--- config.mk ---
export PLATFORM = sky130hd
export DESIGN_NAME = drive_status_led_encoder
export DESIGN_NICKNAME = d
export VERILOG_FILES = /design/src/common/led_pkg.sv /design/src/pattern_gen.sv /design/src/activity_stretch.sv /design/src/drive_status_led_encoder.sv
export SDC_FILE = /design/constraint.sdc
export NUM_CORES = 1
export LEC_CHECK = 0
export BUFFER_PORTS_ARGS = -buffer_cell sky130_fd_sc_hd__buf_2
export CAP_MARGIN = 40
export CORE_ASPECT_RATIO = 1.2
export CORE_MARGIN = 5
export CORE_UTILIZATION = 28
export DETAILED_ROUTE_END_ITERATION = 12
export SLEW_MARGIN = 25
export SYNTH_ARGS = -nofsm -noshare
export SYNTH_HDL_FRONTEND = slang
export SYNTH_SLANG_ARGS = --single-unit
--- constraint.sdc ---
create_clock -name ref_clk -period 3 [get_ports ref_clk]
set_input_delay 0.9 -clock ref_clk [delete_from_list [all_inputs] [get_ports ref_clk]]
set_output_delay 0.9 -clock ref_clk [all_outputs]
set_load 0.01 [all_outputs]
--- src/common/led_pkg.sv ---
// Constants and types shared by the status lamp encoder
package led_pkg;

   // Lamp colour codes, shared by every indicator
   typedef enum logic [1:0] {
      COL_OFF,
      COL_GREEN,
      COL_RED,
      COL_YELLOW
   } colour_t;

   // Clock and pattern timing
   localparam int  CLK_HZ         = 25000000;
   localparam int  FLASH_HALF_MS  = 500;
   localparam int  BLINK_HALF_MS  = 100;
   localparam int  FLASH_HALF_CYC = CLK_HZ / 1000 * FLASH_HALF_MS;
   localparam int  BLINK_HALF_CYC = CLK_HZ / 1000 * BLINK_HALF_MS;

   // Activity stretch, so a single-cycle traffic pulse shows on the link lamp; the serial lamp can miss it in a dark flash half
   localparam int  ACT_HOLD_MS    = 250;
   localparam int  ACT_HOLD_CYC   = CLK_HZ / 1000 * ACT_HOLD_MS;

endpackage

--- src/pattern_gen.sv ---
// Square wave generator giving one lamp pattern phase
`timescale 1ns/1ns
module pattern_gen
   import led_pkg::*;
#(
   parameter int HALF_CYC = FLASH_HALF_CYC
) (
   // Clock and reset
   input  wire logic ref_clk,
   input  wire logic rst,
   // Pattern phase
   output logic      phase
);

   localparam int CW = $clog2(HALF_CYC + 1);

   logic [CW-1:0] cnt_r;
   logic          phase_r;

   // Refused at elaboration: a zero half period could never toggle
   if (HALF_CYC < 1) begin : g_half_check
      $error("pattern_gen: HALF_CYC must be at least one");
   end

   always_ff @(posedge ref_clk) begin
      if (rst) begin
         cnt_r   <= '0;
         phase_r <= 1'b0;
      end else if (cnt_r == CW'(HALF_CYC - 1)) begin
         cnt_r   <= '0;
         phase_r <= ~phase_r;
      end else begin
         cnt_r <= cnt_r + 1'b1;
      end
   end

   assign phase = phase_r;

endmodule

--- src/activity_stretch.sv ---
// Retriggerable stretcher turning traffic pulses into a held level
`timescale 1ns/1ns
module activity_stretch
   import led_pkg::*;
#(
   parameter int HOLD_CYC = ACT_HOLD_CYC
) (
   // Clock and reset
   input  wire logic ref_clk,
   input  wire logic rst,
   // Traffic pulse in, held level out
   input  wire logic pulse,
   output logic      active
);

   localparam int CW = $clog2(HOLD_CYC + 1);

   logic [CW-1:0] cnt_r;

   // Refused at elaboration: a zero hold would hide every pulse
   if (HOLD_CYC < 1) begin : g_hold_check
      $error("activity_stretch: HOLD_CYC must be at least one");
   end

   always_ff @(posedge ref_clk) begin
      if (rst) begin
         cnt_r <= '0;
      end else if (pulse) begin
         cnt_r <= CW'(HOLD_CYC);
      end else if (cnt_r != '0) begin
         cnt_r <= cnt_r - 1'b1;
      end
   end

   assign active = (cnt_r != '0);

endmodule

--- src/drive_status_led_encoder.sv ---
// Front panel lamp encoder for drive, safety, Ethernet and serial state
//
// Behaviour
// - Drive status lamp dark while the drive is unpowered.
// - Drive status lamp flashes green when stopped and ready.
// - Drive status lamp blinks green during transitory states.
// - Drive status lamp steady green while running settled.
// - Fault lamp flashes red on a warning.
// - Fault lamp steady red on an error.
// - Safety lamp steady yellow when safety function triggered.
// - Link lamp dark while no Ethernet link.
// - Link lamp steady green at 100 Mbit/s without traffic.
// - Link lamp blinks green with traffic at 100 Mbit/s.
// - Link lamp steady yellow at 10 Mbit/s without traffic.
// - Link lamp blinks yellow with traffic at 10 Mbit/s.
// - Network lamp dark while no IP address held.
// - Network lamp alternates green and red flashes during power-on test.
// - Network lamp steady green while Modbus TCP session controls command word.
// - Network lamp flashes green with valid IP but no controlling session.
// - Network lamp steady red on duplicate IP address.
// - Network lamp red when controlling session closed or timed out.
// - Serial lamp flashes yellow during serial Modbus traffic.
`timescale 1ns/1ns
module drive_status_led_encoder
   import led_pkg::*;
#(
   parameter int FLASH_HALF = FLASH_HALF_CYC,
   parameter int BLINK_HALF = BLINK_HALF_CYC,
   parameter int ACT_HOLD   = ACT_HOLD_CYC
) (
   // Clock and reset
   input  wire logic    ref_clk,
   input  wire logic    rst,
   // Drive state flags
   input  wire logic    drive_powered,
   input  wire logic    drive_ready,
   input  wire logic    drive_transitory,
   input  wire logic    drive_running,
   input  wire logic    drive_warning,
   input  wire logic    drive_error,
   input  wire logic    safety_triggered,
   // Embedded Ethernet state flags
   input  wire logic    eth_link_up,
   input  wire logic    eth_speed_100,
   input  wire logic    eth_traffic,
   input  wire logic    net_power_on_test,
   input  wire logic    net_ip_valid,
   input  wire logic    net_duplicate_ip,
   input  wire logic    net_session_active,
   input  wire logic    net_session_lost,
   // Serial link traffic
   input  wire logic    serial_traffic,
   // Lamp colours
   output colour_t      drive_status_indicator,
   output colour_t      fault_indicator,
   output colour_t      safety_trip_indicator,
   output colour_t      ethernet_link_indicator,
   output colour_t      network_status_indicator,
   output colour_t      serial_activity_indicator
);

   ////////////////////////////////////////////////////////////////////////////
   // Checks and pattern sources

   // Equal periods would make flashing and blinking look the same
   if (FLASH_HALF == BLINK_HALF) begin : g_period_check
      $error("flash and blink periods must differ");
   end

   logic flash_ph;
   logic blink_ph;
   logic eth_act;
   logic ser_act;

   pattern_gen #(.HALF_CYC(FLASH_HALF)) u_flash (
      .ref_clk (ref_clk),
      .rst     (rst),
      .phase   (flash_ph)
   );

   pattern_gen #(.HALF_CYC(BLINK_HALF)) u_blink (
      .ref_clk (ref_clk),
      .rst     (rst),
      .phase   (blink_ph)
   );

   activity_stretch #(.HOLD_CYC(ACT_HOLD)) u_eth_act (
      .ref_clk (ref_clk),
      .rst     (rst),
      .pulse   (eth_traffic),
      .active  (eth_act)
   );

   activity_stretch #(.HOLD_CYC(ACT_HOLD)) u_ser_act (
      .ref_clk (ref_clk),
      .rst     (rst),
      .pulse   (serial_traffic),
      .active  (ser_act)
   );

   ////////////////////////////////////////////////////////////////////////////
   // Next lamp colours

   colour_t drv_nxt;
   colour_t flt_nxt;
   colour_t saf_nxt;
   colour_t lnk_nxt;
   colour_t net_nxt;
   colour_t ser_nxt;

   always_comb begin
      drv_nxt = COL_OFF;
      if (!drive_powered) begin
         drv_nxt = COL_OFF;
      end else if (drive_transitory) begin
         drv_nxt = blink_ph ? COL_GREEN : COL_OFF;
      end else if (drive_running) begin
         drv_nxt = COL_GREEN;
      end else if (drive_ready) begin
         drv_nxt = flash_ph ? COL_GREEN : COL_OFF;
      end
   end

   always_comb begin
      flt_nxt = COL_OFF;
      if (drive_error) begin
         flt_nxt = COL_RED;
      end else if (drive_warning) begin
         flt_nxt = flash_ph ? COL_RED : COL_OFF;
      end
   end

   always_comb begin
      saf_nxt = safety_triggered ? COL_YELLOW : COL_OFF;
   end

   always_comb begin
      lnk_nxt = COL_OFF;
      if (eth_link_up) begin
         if (eth_speed_100) begin
            lnk_nxt = (eth_act && !blink_ph) ? COL_OFF : COL_GREEN;
         end else begin
            lnk_nxt = (eth_act && !blink_ph) ? COL_OFF : COL_YELLOW;
         end
      end
   end

   // Session loss shows steady red: the exact pattern is left open
   always_comb begin
      net_nxt = COL_OFF;
      if (net_power_on_test) begin
         net_nxt = flash_ph ? COL_RED : COL_GREEN;
      end else if (net_duplicate_ip) begin
         net_nxt = COL_RED;
      end else if (!net_ip_valid) begin
         net_nxt = COL_OFF;
      end else if (net_session_lost) begin
         net_nxt = COL_RED;
      end else if (net_session_active) begin
         net_nxt = COL_GREEN;
      end else begin
         net_nxt = flash_ph ? COL_GREEN : COL_OFF;
      end
   end

   always_comb begin
      ser_nxt = (ser_act && flash_ph) ? COL_YELLOW : COL_OFF;
   end

   ////////////////////////////////////////////////////////////////////////////
   // Registered lamp outputs

   colour_t drv_r;
   colour_t flt_r;
   colour_t saf_r;
   colour_t lnk_r;
   colour_t net_r;
   colour_t ser_r;

   always_ff @(posedge ref_clk) begin
      if (rst) begin
         drv_r <= COL_OFF;
         flt_r <= COL_OFF;
         saf_r <= COL_OFF;
      end else begin
         drv_r <= drv_nxt;
         flt_r <= flt_nxt;
         saf_r <= saf_nxt;
      end
   end

   always_ff @(posedge ref_clk) begin
      if (rst) begin
         lnk_r <= COL_OFF;
         net_r <= COL_OFF;
         ser_r <= COL_OFF;
      end else begin
         lnk_r <= lnk_nxt;
         net_r <= net_nxt;
         ser_r <= ser_nxt;
      end
   end

   assign drive_status_indicator    = drv_r;
   assign fault_indicator           = flt_r;
   assign safety_trip_indicator     = saf_r;
   assign ethernet_link_indicator   = lnk_r;
   assign network_status_indicator  = net_r;
   assign serial_activity_indicator = ser_r;

endmodule

==> impl_metrics.toml <==
[outcome]
status = "completed"

[power_and_ir_drop]
p_per_area_mw_per_mm2 = 553
internal-power_uw = 2130
switching_share_pct = 27.3
power_frac_comb_pct = 10.9
power_switching_uw = 799
cellLeakagePower_uw = 0.00185
p_clk_share_pct = 38.8
seqPwrFrac_pct = 50.2
design_power_total_uw = 2930
ir_drop_mv = 0.229

[die]
core_area_mm2 = 0.0163
die_area_mm2 = 0.0194
initial_core_util_pct = 28.6
ios = 30
placement_rows = 51
die_height_um = 151
fp.dieW_um = 128

[setup_path]
cp.required_ps = 3230
critical_path.cell_chain = "inv_1 -> ha_1 -> nor4b_2 -> nand4_1 -> or2_2 -> a211oi_1 -> a311oi_1"
end_kind = "flip-flop"
cp_slowest_cell = "or2_2"
crit_type = "flip-flop to flip-flop"
cp_max_fo = 11
cp-start-kind = "flip-flop"
rr_worst_depth = 7
slowest_delay_ps = 470
crit_arrival_ps = 2600

[clocking]
cts_tree = "built"
cts.repair.resized = 0
max-clock-path-buffers = 2
path_clk_slew_ps = 70
cts.htree.levels = 3
clkLatencyLatePin_ps = 350
cts_buffers = 9
postCtsSetupBuffers = 0
cts-root-buf = "clkbuf_16"
cts_hold_buf = 0
clock_sinks = 102

[synthesis]
synth_cell_type_count = 55
synth_edf_count = 0
synth_area_mm2 = 0.00466
avgSynthCellArea_um2 = 8.57
synth-seq-area-share_pct = 43.8
ys_ff_latch = 102
ys_warn_count = 0
synthArstFlopShare_pct = 0
synth-main-ff-cell = "dfxtp_1"
synthCells = 544

[global_route]
grt_pass1_wl_um = 16800
grt_use_met1_pct = 13.2
grt.busiest_layer = "met2"
grt-ovfl-total = 0
met3_usage_pct = 2.75
antenna_found_initial = 0
grt_pass1_vias = 3611
met2_usage_pct = 17.6
grt_max_degree = 25
grt_util_all_layers_pct = 10.7

[placement]
place_congestion = 0.781
io_buffers = 27
dp.final_hpwl_um = 6870

[sta]
min_period_ps = 2370
final-hold-violation-count = 0
fin_skew_ps = 6.62
finalSetupViolations = 0
timing.fmax_mhz = 421
min_period_over_period_pct = 79.1
setup_tns_ps = 0
worst-slew-pin-transition_ps = 651
drv_slew = 0
rsz0062_at_grt = "false"
relSlewSlack_pct = 56.2

[layout]
antenna_cells = 0
drive_gt1_share_pct = 11.2
areaGrowthSynthToFinish_pct = 13.5
fin_nets = 586
fill_cells = 1797

[detailed_routing]
drc_errors = 0
drtIter0Drc = 82
viasPerCell = 4.71
wl_per_cell_um = 12.4
vias = 3676
drtPass1Iterations = 4
drtAntennaViolNets = 0
drt_wl_total_um = 9680

[worst_hold_path]
hold_path_class = "flip-flop to flip-flop"
min_path_cells = 1

[run]
drv_cap = 0
routing by layer:
layer	up-vias	routed length [um]
li1	1929	-
met1	1687	4730
met2	53	4550
met3	7	283
met4	0	115
met5	-	0
layout by cell type (no fill, tap or decap), drive strengths merged, types with 3 or more instances in the layout:
master	Yosys	layout
a211oi	3	3
a21oi	33	33
a31oi	3	3
and3	5	5
buf	7	34
clkbuf	19	9
dfxtp	102	102
ha	4	4
inv	18	23
nand2	22	22
nand3	23	23
nand3b	3	3
nand4	13	13
nor2	94	94
nor3	20	20
nor3b	7	7
nor4	17	17
nor4b	7	7
o211ai	5	5
o21a	3	3
o21ai	14	14
o31ai	5	5
or2	6	6
or3	12	12
or4	9	9
xnor2	36	36
xor2	33	33
kinds of logic (layout without fill, tap and decap cells):
logic type | after synthesis | count (layout) | synth area share [%]
AO/OA/AOI/OAI | 73 | 73 | 9.52
XOR/XNOR | 69 | 69 | 13.0
adder cells (fa/ha/maj) | 4 | 4 | 1.07
buffers and inverters | 44 | 68 | 3.89
flip-flops | 102 | 102 | 43.8
multiplexers | 2 | 2 | 0.429
other | 1 | 2 | 0.0804
AND/OR/NAND/NOR | 249 | 249 | 28.3
layout make-up:
cell class / count / area [um2] / area share (%)
Multi-Input combinational cell: 399 / 2440 / 46.2
Sequential cell: 102 / 2040 / 38.6
Tap cell: 212 / 265 / 5.01
Clock buffer: 9 / 225 / 4.25
Timing Repair Buffer: 34 / 188 / 3.54
Inverter: 18 / 67.6 / 1.28
Clock inverter: 7 / 62.6 / 1.18
sequential cells by signal (all words and copies together), names as in the netlist, 2 cells and up:
signal                    count
u_ser_act.cnt_r              23
network_status_indicator      2
u_flash.cnt_r                24
ethernet_link_indicator       2
u_blink.cnt_r                22
u_eth_act.cnt_r              23
metrics by stage:
stage               hold slack, ps  worst slack, ps  util (%)  instances  area (um2)
finish                         464              626      32.4        781        5300
global route                   487              393      32.4        781        5300
CTS                            468              638      32.4        781        5300
detailed placement             451              662      30.7        765        5010
global placement               447              744      30.7        765        5010
floorplan                      430              822         -        545        4670
path summary, 6_finish.rpt:
kind / endpoint / startpoint / slack [ps]
setup / recovery: u_eth_act.cnt_r[19] / u_eth_act.cnt_r[0] / 630
setup reg to reg: u_eth_act.cnt_r[19] / u_eth_act.cnt_r[0] / 630
hold reg to reg: u_flash.cnt_r[0] / u_flash.cnt_r[0] / 460
hold / removal: u_flash.cnt_r[0] / u_flash.cnt_r[0] / 460
synthesized netlist by cell type, types with 2 or more instances:
cell | number | area share [%]
xnor2_1 | 36 | 6.8
nor3b_1 | 6 | 0.97
or3_1 | 12 | 1.6
nor3_1 | 20 | 2.1
buf_4 | 4 | 0.64
o21a_1 | 3 | 0.48
or4_1 | 7 | 1.1
o21ai_0 | 10 | 1.1
nand3_1 | 23 | 2.5
nor4b_1 | 4 | 0.75
nand3b_1 | 3 | 0.48
nor4_1 | 16 | 2.1
a211oi_1 | 2 | 0.32
nor4b_2 | 2 | 0.64
a31oi_1 | 3 | 0.40
o31ai_1 | 5 | 0.80
nor2b_1 | 2 | 0.27
nand2_1 | 22 | 1.8
and3_1 | 5 | 0.67
or4_4 | 2 | 0.48
nor2_1 | 94 | 7.6
o2111ai_1 | 2 | 0.38
a21oi_1 | 33 | 3.5
dfxtp_1 | 102 | 44
or2_2 | 4 | 0.54
buf_1 | 2 | 0.16
nand2b_1 | 2 | 0.27
and4_1 | 2 | 0.38
nand4_1 | 13 | 1.7
clkbuf_1 | 19 | 1.5
mux2i_1 | 2 | 0.43
o21ai_1 | 3 | 0.32
ha_1 | 4 | 1.1
xor2_1 | 33 | 6.2
o211ai_1 | 5 | 0.80
inv_1 | 18 | 1.4
worst max-delay path: cells and delay by family, from the launching register on:
| family | cells | cell delay, ps |
|---|---|---|
| AND/OR/NAND/NOR | 3 | 1320 |
| buffers and inverters | 1 | 100 |
| adder cells (fa/ha/maj) | 1 | 180 |
| flip-flops | 1 | 340 |
| AO/OA/AOI/OAI | 2 | 300 |
power groups by stage:
stage | clock network, uW | logic (uW) | registers, uW
global route | 1230 | 365 | 1480
global placement | 0 | 318 | 1500
floorplan | 0 | 255 | 1490
finish | 1140 | 321 | 1470
detailed placement | 0 | 322 | 1500
CTS | 1180 | 324 | 1470
Note: power is estimated with default switching activity, not from simulation.
